===== src/rtl/mtc_cfg.svh =====
// Constants of the channel-0 timer control block.
// Assumes one system clock and an 8-bit register port.
// Summary of operation
// - Phase flag puts channel 2 into phase counting
// - Pair field sets channels 3/4 combined mode
// - Clock field picks divided clock or pin
// - Edge field picks rising, falling or both
// - Clear code 01 clears on A; 00 never
// - Clear code 10 clears on B event
// - Clear code 11 clears with synchronized timers
// - A output compare drives none, 0, 1, toggle
// - A capture on rising, falling or both edges
// - B output compare drives none, 0, 1, toggle
// - B capture on rising, falling or both edges
// - A match interrupt passes only when enabled
// - B match interrupt passes only when enabled
// - Overflow interrupt passes only when enabled
`ifndef MTC_CFG_SVH
`define MTC_CFG_SVH
// =====================================
// Register offsets
`define MTC_START_OFS   8'h60
`define MTC_SYNC_OFS    8'h61
`define MTC_MODE_OFS    8'h62
`define MTC_FUNC_OFS    8'h63
`define MTC_CTRL_OFS    8'h64
`define MTC_PIO_OFS     8'h65
`define MTC_IEN_OFS     8'h66
`define MTC_STAT_OFS    8'h67
`define MTC_CNTH_OFS    8'h68
`define MTC_CNTL_OFS    8'h69
`define MTC_GRAH_OFS    8'h6a
`define MTC_GRAL_OFS    8'h6b
`define MTC_GRBH_OFS    8'h6c
`define MTC_GRBL_OFS    8'h6d
// =====================================
// Field positions
`define MTC_CH0_BIT     0
`define MTC_CH4_BIT     4
`define MTC_PHASE_BIT   6
`define MTC_PAIR_HI     5
`define MTC_PAIR_LO     4
`define MTC_CLR_HI      6
`define MTC_CLR_LO      5
`define MTC_EDGE_HI     4
`define MTC_EDGE_LO     3
`define MTC_SRC_HI      2
`define MTC_SRC_LO      0
`define MTC_IOB_HI      6
`define MTC_IOB_LO      4
`define MTC_IOA_HI      2
`define MTC_IOA_LO      0
// =====================================
// Reset values and fixed read bits
`define MTC_CTRL_FIX    8'h80
`define MTC_PIO_FIX     8'h88
`define MTC_IEN_FIX     8'hf8
`define MTC_STAT_FIX    8'hf8
`define MTC_CNT_MAX     16'hffff
`endif


===== src/rtl/mtc_pkg.sv =====
// Types shared by the channel-0 timer control block.
// Assumes the constants of mtc_cfg.svh.
package mtc_pkg;
  // =====================================
  // Counter clear source
  typedef enum logic [1:0] {
    MTC_CLR_NONE = 2'h0,
    MTC_CLR_A    = 2'h1,
    MTC_CLR_B    = 2'h2,
    MTC_CLR_SYNC = 2'h3
  } mtc_clr_t;
  // =====================================
  // Channels 3 and 4 pairing
  typedef enum logic [1:0] {
    MTC_PAIR_IND0 = 2'h0,
    MTC_PAIR_IND1 = 2'h1,
    MTC_PAIR_CPWM = 2'h2,
    MTC_PAIR_RPWM = 2'h3
  } mtc_pair_t;
endpackage


===== src/rtl/mtc_top.sv =====
// Channel-0 timer with shared start, sync, mode and pairing control.
// Assumes synchronous pins and a one-cycle register port.
`timescale 1ns/1ps
`include "mtc_cfg.svh"
module mtc_top (
  // Clock and reset
  input  wire logic        sys_clk,
  input  wire logic        reset,
  input  wire logic        clk_en,
  // Register port
  input  wire logic [7:0]  addr,
  input  wire logic [7:0]  wdata,
  input  wire logic        wr_en,
  input  wire logic        rd_en,
  output logic      [7:0]  rdata_q,
  // External count clocks a..d
  input  wire logic [3:0]  ext_clock_pin,
  // Pin A, two-way
  input  wire logic        pin_a_in,
  output logic             pin_a_out_q,
  output logic             pin_a_oe_q,
  // Pin B, two-way
  input  wire logic        pin_b_in,
  output logic             pin_b_out_q,
  output logic             pin_b_oe_q,
  // Synchronous clear between channels
  input  wire logic        sync_clear_in,
  output logic             sync_clear_out_q,
  // Settings for other channels
  output logic             ch2_phase_mode_q,
  output mtc_pkg::mtc_pair_t pair_combination_mode_q,
  output logic             channel4_sync_q,
  output logic [4:0]       start_q,
  // Interrupt
  output logic             irq_q
);
  // =====================================
  // Registers
  logic [7:0]  start_reg_q;
  logic [7:0]  sync_reg_q;
  logic [7:0]  mode_reg_q;
  logic [7:0]  func_reg_q;
  logic [6:0]  tcr_q;
  logic [2:0]  pin_control_a;
  logic [2:0]  pin_control_b;
  logic [2:0]  ien_q;
  logic [2:0]  st_q;
  logic [15:0] count_register;
  logic [15:0] general_reg_a;
  logic [15:0] general_reg_b;
  logic [2:0]  presc_q;
  logic [3:0]  ext_prev_q;
  logic        pa_prev_q;
  logic        pb_prev_q;
  // =====================================
  // Decoded fields
  logic [2:0]        clock_source_select;
  logic [1:0]        external_edge_select;
  mtc_pkg::mtc_clr_t clear_source_select;
  assign clock_source_select  = tcr_q[`MTC_SRC_HI:`MTC_SRC_LO];
  assign external_edge_select = tcr_q[`MTC_EDGE_HI:`MTC_EDGE_LO];
  assign clear_source_select  =
    mtc_pkg::mtc_clr_t'(tcr_q[`MTC_CLR_HI:`MTC_CLR_LO]);
  // =====================================
  // Count clock
  logic [2:0] div_mask;
  logic       int_tick;
  logic       ext_now;
  logic       ext_old;
  logic       ext_tick;
  logic       tick;
  always_comb begin
    case (clock_source_select[1:0])
      2'h0:    div_mask = 3'h0;
      2'h1:    div_mask = 3'h1;
      2'h2:    div_mask = 3'h3;
      default: div_mask = 3'h7;
    endcase
  end
  assign int_tick = (presc_q & div_mask) == div_mask;
  assign ext_now  = ext_clock_pin[clock_source_select[1:0]];
  assign ext_old  = ext_prev_q[clock_source_select[1:0]];
  always_comb begin
    if (external_edge_select[1]) begin
      ext_tick = ext_now ^ ext_old;
    end else if (external_edge_select[0]) begin
      ext_tick = ext_old & ~ext_now;
    end else begin
      ext_tick = ext_now & ~ext_old;
    end
  end
  // Pins sampled as synchronous, so one flop suffices
  assign tick = start_reg_q[`MTC_CH0_BIT] &
                (clock_source_select[2] ? ext_tick : int_tick);
  always_ff @(posedge sys_clk or posedge reset) begin
    if (reset) begin
      presc_q    <= 3'h0;
      ext_prev_q <= 4'h0;
      pa_prev_q  <= 1'b0;
      pb_prev_q  <= 1'b0;
    end else if (clk_en) begin
      presc_q    <= presc_q + 3'h1;
      ext_prev_q <= ext_clock_pin;
      pa_prev_q  <= pin_a_in;
      pb_prev_q  <= pin_b_in;
    end
  end
  // =====================================
  // Compare and capture events
  logic cmp_a;
  logic cmp_b;
  logic cap_a;
  logic cap_b;
  logic ev_a;
  logic ev_b;
  logic wrap_ev;
  logic sync_clr;
  function automatic logic cap_edge(input logic [1:0] sel,
                                    input logic now, input logic old);
    logic r;
    r = 1'b0;
    case (sel)
      2'h0:    r = now & ~old;
      2'h1:    r = old & ~now;
      2'h2:    r = now ^ old;
      default: r = 1'b0;
    endcase
    return r;
  endfunction
  assign cmp_a = tick & ~pin_control_a[2] &
                 (count_register == general_reg_a);
  assign cmp_b = tick & ~pin_control_b[2] &
                 (count_register == general_reg_b);
  assign cap_a = pin_control_a[2] &
                 cap_edge(pin_control_a[1:0], pin_a_in, pa_prev_q);
  assign cap_b = pin_control_b[2] &
                 cap_edge(pin_control_b[1:0], pin_b_in, pb_prev_q);
  assign ev_a     = cmp_a | cap_a;
  assign ev_b     = cmp_b | cap_b;
  assign wrap_ev  = tick & (count_register == `MTC_CNT_MAX);
  assign sync_clr = sync_reg_q[`MTC_CH0_BIT] &
                    (clear_source_select == mtc_pkg::MTC_CLR_SYNC) &
                    sync_clear_in;
  // =====================================
  // Bus writes
  logic wr_cnth;
  logic wr_cntl;
  assign wr_cnth = wr_en & (addr == `MTC_CNTH_OFS);
  assign wr_cntl = wr_en & (addr == `MTC_CNTL_OFS);
  always_ff @(posedge sys_clk or posedge reset) begin
    if (reset) begin
      start_reg_q   <= 8'h00;
      sync_reg_q    <= 8'h00;
      mode_reg_q    <= 8'h00;
      func_reg_q    <= 8'h00;
      tcr_q         <= 7'h00;
      pin_control_a <= 3'h0;
      pin_control_b <= 3'h0;
      ien_q         <= 3'h0;
    end else if (clk_en && wr_en) begin
      if (addr == `MTC_START_OFS) begin
        start_reg_q <= wdata;
      end else if (addr == `MTC_SYNC_OFS) begin
        sync_reg_q <= wdata;
      end else if (addr == `MTC_MODE_OFS) begin
        mode_reg_q <= wdata;
      end else if (addr == `MTC_FUNC_OFS) begin
        func_reg_q <= wdata;
      end else if (addr == `MTC_CTRL_OFS) begin
        tcr_q <= wdata[6:0];
      end else if (addr == `MTC_PIO_OFS) begin
        pin_control_a <= wdata[`MTC_IOA_HI:`MTC_IOA_LO];
        pin_control_b <= wdata[`MTC_IOB_HI:`MTC_IOB_LO];
      end else if (addr == `MTC_IEN_OFS) begin
        ien_q <= wdata[2:0];
      end
    end
  end
  // =====================================
  // Counter; bus write beats clear beats count
  always_ff @(posedge sys_clk or posedge reset) begin
    if (reset) begin
      count_register <= 16'h0000;
    end else if (clk_en) begin
      if (wr_cnth) begin
        count_register[15:8] <= wdata;
      end else if (wr_cntl) begin
        count_register[7:0] <= wdata;
      end else if (sync_clr) begin
        count_register <= 16'h0000;
      end else if (ev_a &&
                   clear_source_select == mtc_pkg::MTC_CLR_A) begin
        count_register <= 16'h0000;
      end else if (ev_b &&
                   clear_source_select == mtc_pkg::MTC_CLR_B) begin
        count_register <= 16'h0000;
      end else if (tick) begin
        count_register <= count_register + 16'h0001;
      end
    end
  end
  // Clear by A or B is shared with synchronized channels
  always_ff @(posedge sys_clk or posedge reset) begin
    if (reset) begin
      sync_clear_out_q <= 1'b0;
    end else if (clk_en) begin
      sync_clear_out_q <= sync_reg_q[`MTC_CH0_BIT] & !wr_cnth & !wr_cntl &
        ((ev_a && clear_source_select == mtc_pkg::MTC_CLR_A) ||
         (ev_b && clear_source_select == mtc_pkg::MTC_CLR_B));
    end
  end
  // =====================================
  // General registers: bus write or capture
  always_ff @(posedge sys_clk or posedge reset) begin
    if (reset) begin
      general_reg_a <= 16'hffff;
      general_reg_b <= 16'hffff;
    end else if (clk_en) begin
      if (wr_en && addr == `MTC_GRAH_OFS) begin
        general_reg_a[15:8] <= wdata;
      end else if (wr_en && addr == `MTC_GRAL_OFS) begin
        general_reg_a[7:0] <= wdata;
      end else if (cap_a) begin
        general_reg_a <= count_register;
      end
      if (wr_en && addr == `MTC_GRBH_OFS) begin
        general_reg_b[15:8] <= wdata;
      end else if (wr_en && addr == `MTC_GRBL_OFS) begin
        general_reg_b[7:0] <= wdata;
      end else if (cap_b) begin
        general_reg_b <= count_register;
      end
    end
  end
  // =====================================
  // Compare pin actions
  always_ff @(posedge sys_clk or posedge reset) begin
    if (reset) begin
      pin_a_out_q <= 1'b0;
      pin_a_oe_q  <= 1'b0;
    end else if (clk_en) begin
      pin_a_oe_q <= ~pin_control_a[2] & (pin_control_a[1:0] != 2'h0);
      if (cmp_a) begin
        case (pin_control_a[1:0])
          2'h1:    pin_a_out_q <= 1'b0;
          2'h2:    pin_a_out_q <= 1'b1;
          2'h3:    pin_a_out_q <= ~pin_a_out_q;
          default: pin_a_out_q <= pin_a_out_q;
        endcase
      end
    end
  end
  always_ff @(posedge sys_clk or posedge reset) begin
    if (reset) begin
      pin_b_out_q <= 1'b0;
      pin_b_oe_q  <= 1'b0;
    end else if (clk_en) begin
      pin_b_oe_q <= ~pin_control_b[2] & (pin_control_b[1:0] != 2'h0);
      if (cmp_b) begin
        case (pin_control_b[1:0])
          2'h1:    pin_b_out_q <= 1'b0;
          2'h2:    pin_b_out_q <= 1'b1;
          2'h3:    pin_b_out_q <= ~pin_b_out_q;
          default: pin_b_out_q <= pin_b_out_q;
        endcase
      end
    end
  end
  // =====================================
  // Status flags, set wins over write-one clear
  logic [2:0] st_set;
  logic [2:0] st_clr;
  assign st_set = {wrap_ev, ev_b, ev_a};
  assign st_clr = (wr_en && addr == `MTC_STAT_OFS) ? wdata[2:0] : 3'h0;
  always_ff @(posedge sys_clk or posedge reset) begin
    if (reset) begin
      st_q  <= 3'h0;
      irq_q <= 1'b0;
    end else if (clk_en) begin
      st_q  <= (st_q & ~st_clr) | st_set;
      irq_q <= |(st_q & ien_q);
    end
  end
  // =====================================
  // Settings passed to other channels
  always_ff @(posedge sys_clk or posedge reset) begin
    if (reset) begin
      ch2_phase_mode_q        <= 1'b0;
      pair_combination_mode_q <= mtc_pkg::MTC_PAIR_IND0;
      channel4_sync_q         <= 1'b0;
      start_q                 <= 5'h00;
    end else if (clk_en) begin
      ch2_phase_mode_q        <= mode_reg_q[`MTC_PHASE_BIT];
      pair_combination_mode_q <= mtc_pkg::mtc_pair_t'(
        func_reg_q[`MTC_PAIR_HI:`MTC_PAIR_LO]);
      channel4_sync_q         <= sync_reg_q[`MTC_CH4_BIT];
      start_q                 <= start_reg_q[4:0];
    end
  end
  // =====================================
  // Read data, one cycle after the strobe
  logic [7:0] rd_d;
  always_comb begin
    if (addr == `MTC_START_OFS) begin
      rd_d = start_reg_q;
    end else if (addr == `MTC_SYNC_OFS) begin
      rd_d = sync_reg_q;
    end else if (addr == `MTC_MODE_OFS) begin
      rd_d = mode_reg_q;
    end else if (addr == `MTC_FUNC_OFS) begin
      rd_d = func_reg_q;
    end else if (addr == `MTC_CTRL_OFS) begin
      rd_d = `MTC_CTRL_FIX | {1'b0, tcr_q};
    end else if (addr == `MTC_PIO_OFS) begin
      rd_d = `MTC_PIO_FIX |
             {1'b0, pin_control_b, 1'b0, pin_control_a};
    end else if (addr == `MTC_IEN_OFS) begin
      rd_d = `MTC_IEN_FIX | {5'h00, ien_q};
    end else if (addr == `MTC_STAT_OFS) begin
      rd_d = `MTC_STAT_FIX | {5'h00, st_q};
    end else if (addr == `MTC_CNTH_OFS) begin
      rd_d = count_register[15:8];
    end else if (addr == `MTC_CNTL_OFS) begin
      rd_d = count_register[7:0];
    end else if (addr == `MTC_GRAH_OFS) begin
      rd_d = general_reg_a[15:8];
    end else if (addr == `MTC_GRAL_OFS) begin
      rd_d = general_reg_a[7:0];
    end else if (addr == `MTC_GRBH_OFS) begin
      rd_d = general_reg_b[15:8];
    end else if (addr == `MTC_GRBL_OFS) begin
      rd_d = general_reg_b[7:0];
    end else begin
      rd_d = 8'h00;
    end
  end
  always_ff @(posedge sys_clk or posedge reset) begin
    if (reset) begin
      rdata_q <= 8'h00;
    end else if (clk_en) begin
      rdata_q <= rd_en ? rd_d : 8'h00;
    end
  end

  logic quiet;
  assign quiet = clk_en & ~wr_en;
endmodule


===== config.mk =====
export PLATFORM = sky130hd
export DESIGN_NAME = mtc_top
export DESIGN_NICKNAME = d
export VERILOG_FILES = /design/src/rtl/mtc_pkg.sv /design/src/rtl/mtc_top.sv
export VERILOG_INCLUDE_DIRS = /design/src /design/src/rtl
export SDC_FILE = /design/constraint.sdc
export NUM_CORES = 1
export LEC_CHECK = 0
export BUFFER_PORTS_ARGS = -buffer_cell sky130_fd_sc_hd__buf_2
export CORE_UTILIZATION = 40
export CTS_CLUSTER_DIAMETER = 30
export DETAILED_ROUTE_END_ITERATION = 16
export PLACE_DENSITY = 0.68
export REMOVE_ABC_BUFFERS = 1
export SETUP_SLACK_MARGIN = 0.4
export SLEW_MARGIN = 20
export SYNTH_ARGS = -nofsm -noshare
export SYNTH_HDL_FRONTEND = slang
export SYNTH_SLANG_ARGS = --single-unit

===== constraint.sdc =====
create_clock -name sys_clk -period 6.98 [get_ports sys_clk]
set_input_delay 1.047 -clock sys_clk [delete_from_list [all_inputs] [get_ports sys_clk]]
set_output_delay 1.047 -clock sys_clk [all_outputs]
set_load 0.01 [all_outputs]

==> reports/results.ini, run 1 <==
[status]
outcome = finished, final reports clean

[floorplan]
num_rows = 50
initial_utilization = 0.415
fp.coreArea_um2 = 19000
die_h_um = 142
die_width_um = 142
die-area_um2 = 20300
num_io_pins = 51

[yosys]
ys_dominant_reg_cell = sky130_fd_sc_hd__dfrtp_1
avgSynthCellArea_um2 = 9.86
synth_warnings = 0
synth.yosys.seq_area_share = 0.421
synth-edff-count = 0
mappedNetlistArea_um2 = 7890
ys_types = 82
synthesis.instances = 800
ys_seq_elements = 131
ys_async_sr_fraction = 1.00

[global_route]
grt_pass1_vias = 6272
antenna_found_initial = 0
grt_start_max_net_pins = 81
overall_fraction_of_global_route_tracks_in_use = 0.242
global_route_wire_length_before_repair_mm = 36.7
grt.overflow.total = 0

[cts]
insertion_delay_ps = 440
cts.reportedPaths.clkPinSlew_ps = 60
hold_buffers = 0
clockBufferDepth = 2
ctsResizeCount = 0
clock_sinks = 131
cts_max_level = 4
tritoncts = done
cts_buffers = 17
clk_root_buffer_cell = sky130_fd_sc_hd__clkbuf_16
number_of_buffers_inserted_to_repair_setup_after_cts = 0

[sta]
grt_setup_unrepaired = false
fmax_mhz = 269
slew_viol_final = 0
post-route-period-util = 0.533
sum_neg_setup_slack_ps = 0
timing.final.crit_period_ps = 3720
hold_viol_final = 0
actual_transition_at_the_worst_max_transition_pin_ps = 930
clock_skew_ps = 7.88
setup_viol = 0
final.hold.worst_slack_ps = 476
max_slew_margin_vs_limit = 0.375

[finish]
layout_commonest_cell = sky130_fd_sc_hd__dfrtp_1
commonest_cells_after_routing_fill_and_taps_aside = 99 x sky130_fd_sc_hd__dfrtp_1, 85 x sky130_fd_sc_hd__nand2_1, 55 x sky130_fd_sc_hd__o21ai_0, 50 x sky130_fd_sc_hd__mux2_2, 50 x sky130_fd_sc_hd__buf_2
nets = 847
areaGrowthSynthToFinish_pct = 11.3
antenna_cells_inserted = 0
drive_gt1_frac = 0.239

[critical_path]
critical_path_class = input port to flip-flop
crit_start = addr[0]
timing.critical_path.from_type = input port
family_with_the_most_delay_on_the_worst_path = simple AND/OR/NAND/NOR gates
crit_path_frequent_cell = sky130_fd_sc_hd__nor2_1
timing.critical_path.slowest_cell_delay_ps = 730
required_time_reported_for_the_critical_path_endpoint_ps = 7340
critical_path.n_buffers_inverters = 3
cp_arrival_ps = 4080
critical_path.reg2reg.startpoint = tcr_q[0]
crit_path_cell_trace = buf_2, buf_4, inv_1, nand2_1, nor2_1, nand3_1, a21oi_2, nor2_1, a21oi_1
timing.rr.end = count_register[13]
worst-path-stages = 9
worstSetupEndpoint = general_reg_a[13]
cp_max_fo = 26
cp_slowest_cell = sky130_fd_sc_hd__a21oi_2
cp-end-kind = flip-flop
worst_r2r_path_depth = 10
r2r_slack_ps = 3830

[routing]
wl_per_cell_um = 21.6
drc = 0
final_antenna_net_count = 0
drtPass1Iterations = 8
wl_mm = 23.4
via_count = 6621
route.detailed.vias_per_inst = 6.11
drtIter0Drc = 911

[placement]
numPortBuffers = 50
dp_hpwl_mm = 15.9
gp_congestion = 0.957

[pwr]
power_leakage_uw = 0.00389
net-switching-power_uw = 575
ir_worst_vdd_mv = 0.178
seq_power_share = 0.446
p_int_uw = 1430
power_switching_share = 0.287
combPwrFrac = 0.119
power-per-cell-area_nw_per_um2 = 228
pwr-share-clk = 0.435

[flow_run]
number_of_violations_of_the_max_capacitance_limit = 0

[min_path]
hold_class = flip-flop to flip-flop

==> worst min path at each step <==
stage | from | to | slack, ps | cells after the start
floorplan | presc_q[2] | presc_q[2] | 440 | 1
global placement | presc_q[2] | presc_q[2] | 460 | 1
detailed placement | presc_q[2] | presc_q[2] | 460 | 1
CTS | presc_q[2] | presc_q[2] | 470 | 1
global route | mode_reg_q[1] | mode_reg_q[1] | 500 | 1
finish | presc_q[2] | presc_q[2] | 480 | 1
==> registers in the layout, indices dropped and copies added (netlist names), 2 cells and up <==
signal,count
count_register,16
ext_prev_q,4
func_reg_q,8
general_reg_a,16
general_reg_b,16
ien_q,3
mode_reg_q,8
pair_combination_mode_q,2
pin_control_a,3
pin_control_b,3
presc_q,3
rdata_q,8
st_q,3
start_q,5
start_reg_q,8
sync_reg_q,8
tcr_q,7
==> metal layers <==
metal	vias to the layer above	wire length, µm	track usage
met5	-	0	0
met2	358	10500	0.366
met1	3258	10200	0.339
met4	0	699	0.100
li1	2946	-	-
met3	59	1960	0.0434
==> Yosys cell counts, types with 5 or more instances <==
| cell type | number | area share |
|---|---|---|
| sky130_fd_sc_hd__mux2i_1 | 40 | 0.051 |
| sky130_fd_sc_hd__xnor2_1 | 28 | 0.031 |
| sky130_fd_sc_hd__mux2_2 | 50 | 0.071 |
| sky130_fd_sc_hd__xor2_1 | 6 | 0.0067 |
| sky130_fd_sc_hd__and3_1 | 13 | 0.010 |
| sky130_fd_sc_hd__nand2_1 | 85 | 0.040 |
| sky130_fd_sc_hd__nand4_1 | 13 | 0.010 |
| sky130_fd_sc_hd__a32oi_1 | 5 | 0.0056 |
| sky130_fd_sc_hd__a22o_1 | 12 | 0.013 |
| sky130_fd_sc_hd__buf_2 | 32 | 0.020 |
| sky130_fd_sc_hd__a221oi_1 | 5 | 0.0056 |
| sky130_fd_sc_hd__o21ai_1 | 14 | 0.0089 |
| sky130_fd_sc_hd__inv_1 | 17 | 0.0081 |
| sky130_fd_sc_hd__o22ai_1 | 8 | 0.0063 |
| sky130_fd_sc_hd__nand2b_1 | 10 | 0.0079 |
| sky130_fd_sc_hd__ha_1 | 8 | 0.013 |
| sky130_fd_sc_hd__nor3_1 | 9 | 0.0057 |
| sky130_fd_sc_hd__mux2_1 | 17 | 0.024 |
| sky130_fd_sc_hd__nor2b_1 | 8 | 0.0063 |
| sky130_fd_sc_hd__clkbuf_1 | 22 | 0.010 |
| sky130_fd_sc_hd__nor2_1 | 40 | 0.019 |
| sky130_fd_sc_hd__o31ai_1 | 8 | 0.0076 |
| sky130_fd_sc_hd__dfrtp_1 | 99 | 0.31 |
| sky130_fd_sc_hd__a31oi_1 | 14 | 0.011 |
| sky130_fd_sc_hd__o21ai_0 | 55 | 0.035 |
| sky130_fd_sc_hd__nand3_1 | 17 | 0.011 |
| sky130_fd_sc_hd__dfstp_2 | 32 | 0.11 |
| sky130_fd_sc_hd__a21oi_1 | 32 | 0.020 |
==> through the flow <==
step                instance area (µm²)  setup WS [ps]  cells  power (µW)  utilization
floorplan                          7580           2490    737        1030            -
global placement                   8200           3080   1052        1130        0.431
detailed placement                 8200           2930   1052        1140        0.431
CTS                                8770           3370   1084        2000        0.461
global route                       8780           2990   1084        2070        0.461
finish                             8780           3260   1084        2000        0.461
==> cells by family (layout without fill, tap and decap cells) <==
| logic type | Yosys count | count (layout) | share of synthesized area |
|---|---|---|---|
| AO/OA/AOI/OAI | 207 | 207 | 0.181 |
| XOR/XNOR | 34 | 34 | 0.0378 |
| adder cells (fa/ha/maj) | 8 | 8 | 0.0127 |
| buffers and inverters | 81 | 105 | 0.0470 |
| flip-flops | 131 | 131 | 0.421 |
| multiplexers | 110 | 110 | 0.154 |
| AND/OR/NAND/NOR | 229 | 229 | 0.147 |
==> area by class of cell <==
| class | count | area [µm²] |
|---|---|---|
| multi-input cells | 588 | 4200 |
| clock inverters | 13 | 126 |
| well taps | 260 | 325 |
| repair buffers | 55 | 292 |
| clock buffers | 19 | 443 |
| inverters | 18 | 72.6 |
| flip-flops and latches | 131 | 3320 |
| fillers | 1802 | 10200 |
==> worst reg2reg max path, stage by stage (launching register included) <==
cell                      delay [ps]
sky130_fd_sc_hd__dfrtp_1         470
sky130_fd_sc_hd__mux4_2          560
sky130_fd_sc_hd__inv_1            70
sky130_fd_sc_hd__ha_1            220
sky130_fd_sc_hd__nand2_1          60
sky130_fd_sc_hd__nand3_1         100
sky130_fd_sc_hd__o22ai_2         390
sky130_fd_sc_hd__nand4_2         260
sky130_fd_sc_hd__a21oi_4         460
sky130_fd_sc_hd__o21ai_0         180
sky130_fd_sc_hd__a22o_1          270
==> power by group through the flow <==
stage	Combinational, µW	Sequential, µW	Clock [µW]
finish	238	893	871
global route	266	897	910
CTS	237	890	876
detailed placement	236	902	0
global placement	230	902	0
floorplan	156	877	0
No activity file was read; power rests on OpenSTA's default activity.
==> inputs of run 2 (changes only) <==
==> constraint.sdc (replaced) <==
create_clock -name sys_clk -period 3.7 [get_ports sys_clk]
set_input_delay 0.555 -clock sys_clk [delete_from_list [all_inputs] [get_ports sys_clk]]
set_output_delay 0.555 -clock sys_clk [all_outputs]
set_load 0.01 [all_outputs]
==> run 2 against run 1 <==
Effect of this change:
- final cell count is 1.0% higher
- clock power up 92%
- clock skew is 2.0 ps higher
- final area increased by 1.0%
- power up 90%
- worst setup slack lost 2600 ps
- via count down 0.24%
- largest cell class unchanged
==> reports/results.ini, run 2 (synthesized netlist as in run 1, its figures left out) <==
[critical_path]
worst_r2r_path_depth = 10
worstSetupEndpoint = count_register[13]
cp_max_fo = 16
critical_path.reg2reg.startpoint = tcr_q[0]
crit_start = tcr_q[0]
required_time_reported_for_the_critical_path_endpoint_ps = 4020
r2r_slack_ps = 650
critical_path_class = flip-flop to flip-flop
cp_arrival_ps = 3370
cp-end-kind = flip-flop
timing.rr.end = count_register[13]
timing.critical_path.from_type = flip-flop

[placement]
numPortBuffers = 50
gp_congestion = 0.908
dp_hpwl_mm = 15.8

[pwr]
ir_worst_vdd_mv = 0.295
power_leakage_uw = 0.00396
power-per-cell-area_nw_per_um2 = 429
p_total_uw = 3800

[routing]
drtIter0Drc = 836
route.detailed.vias_per_inst = 6.03
drc = 0
wl_per_cell_um = 21.3
via_count = 6605
drtPass1Iterations = 6
final_antenna_net_count = 0
wl_mm = 23.3

[finish]
nets = 858
fill_cells = 1780
commonest_cells_after_routing_fill_and_taps_aside = 99 x sky130_fd_sc_hd__dfrtp_1, 85 x sky130_fd_sc_hd__nand2_1, 55 x sky130_fd_sc_hd__o21ai_0, 50 x sky130_fd_sc_hd__mux2_2, 50 x sky130_fd_sc_hd__buf_2
seqCellArea_um2 = 3320
antenna_cells_inserted = 0
largest_registers = count_register: 16 flops, general_reg_a: 16 flops, general_reg_b: 16 flops
multi_input_area_um2 = 4200
finalCoreUtilization = 0.466
layout_commonest_cell = sky130_fd_sc_hd__dfrtp_1
areaGrowthSynthToFinish_pct = 12.4
drive_gt1_frac = 0.249

[sta]
clock_skew_ps = 9.86
hold_viol_final = 0
max_slew_margin_vs_limit = 0.430
post-route-period-util = 0.825
timing.final.crit_period_ps = 3050
grt_setup_unrepaired = false
actual_transition_at_the_worst_max_transition_pin_ps = 833
slew_viol_final = 0
fmax_mhz = 328
setup_viol = 0

[global_route]
grt.overflow.total = 0
overall_fraction_of_global_route_tracks_in_use = 0.245
grt_start_max_net_pins = 77
grt_pass1_vias = 6425
global_route_wire_length_before_repair_mm = 37.4
antenna_found_initial = 0

[cts]
tritoncts = done
number_of_buffers_inserted_to_repair_setup_after_cts = 0
cts.reportedPaths.clkPinSlew_ps = 70
clk_root_buffer_cell = sky130_fd_sc_hd__clkbuf_16
cts_buffers = 17
clock_sinks = 131
ctsResizeCount = 0
hold_buffers = 0
cts_max_level = 4
insertion_delay_ps = 430
clockBufferDepth = 2

[floorplan]
die-area_um2 = 20300
num_rows = 50
initial_utilization = 0.415
die_width_um = 142
fp.coreArea_um2 = 19000
die_h_um = 142
num_io_pins = 51

[flow_run]
number_of_violations_of_the_max_capacitance_limit = 0

[status]
outcome = finished, final reports clean

[min_path]
hold_class = input port to asynchronous set/reset pin

[run 2: cell type report]
cell class,count,area share
tap,260,0.0367
clock inverter,12,0.0138
clock buffer,20,0.0515
timing repair buffer,66,0.0418
sequential,131,0.374
inverter,18,0.00819
multi-input combinational,588,0.474
[run 2: routing by layer]
layer	global-route usage	wire length (µm)	vias to the layer above	share of wire
met2	0.378	10600	336	0.45
li1	-	-	2960	-
met3	0.0474	2060	48	0.089
met1	0.344	10100	3261	0.44
met5	0	0	-	0
met4	0.0826	515	0	0.022
[run 2: worst min path at each step]
stage	slack, ps	endpoint	start
finish	230	channel4_sync_q	reset
global route	310	channel4_sync_q	reset
CTS	270	func_reg_q[5]	reset
detailed placement	460	presc_q[2]	presc_q[2]
global placement	470	mode_reg_q[1]	mode_reg_q[1]
floorplan	440	presc_q[2]	presc_q[2]
[run 2: power by group]
group | switching [µW] | total, µW | internal (µW) | leakage, µW
Sequential | 134 | 1680 | 1550 | 0.00164
Clock | 693 | 1670 | 973 | 0.000286
Combinational | 261 | 456 | 195 | 0.00204
Total | 1090 | 3800 | 2720 | 0.00396
[run 2: stage by stage]
| stage | setup WS, ps | std cells | hold WS [ps] | TNS [ps] | instance area [µm²] |
|---|---|---|---|---|---|
| CTS | 636 | 1095 | 267 | 0 | 8860 |
| detailed placement | 525 | 1063 | 464 | 0 | 8290 |
| floorplan | -300 | 737 | 436 | -29670 | 7580 |
| global route | 414 | 1095 | 306 | 0 | 8860 |
| global placement | 612 | 1063 | 468 | 0 | 8290 |
| finish | 647 | 1095 | 234 | 0 | 8860 |
[run 2: critical path, stage by stage (launching register included)]
cell and delay (ps):
sky130_fd_sc_hd__dfrtp_1 460, sky130_fd_sc_hd__mux4_2 560, sky130_fd_sc_hd__inv_1 80, sky130_fd_sc_hd__ha_1 220, sky130_fd_sc_hd__nand2_1 70, sky130_fd_sc_hd__nand3_1 100, sky130_fd_sc_hd__o22ai_2 360, sky130_fd_sc_hd__nand4_2 230
sky130_fd_sc_hd__a21oi_4 420, sky130_fd_sc_hd__o21ai_0 160, sky130_fd_sc_hd__a22o_1 270
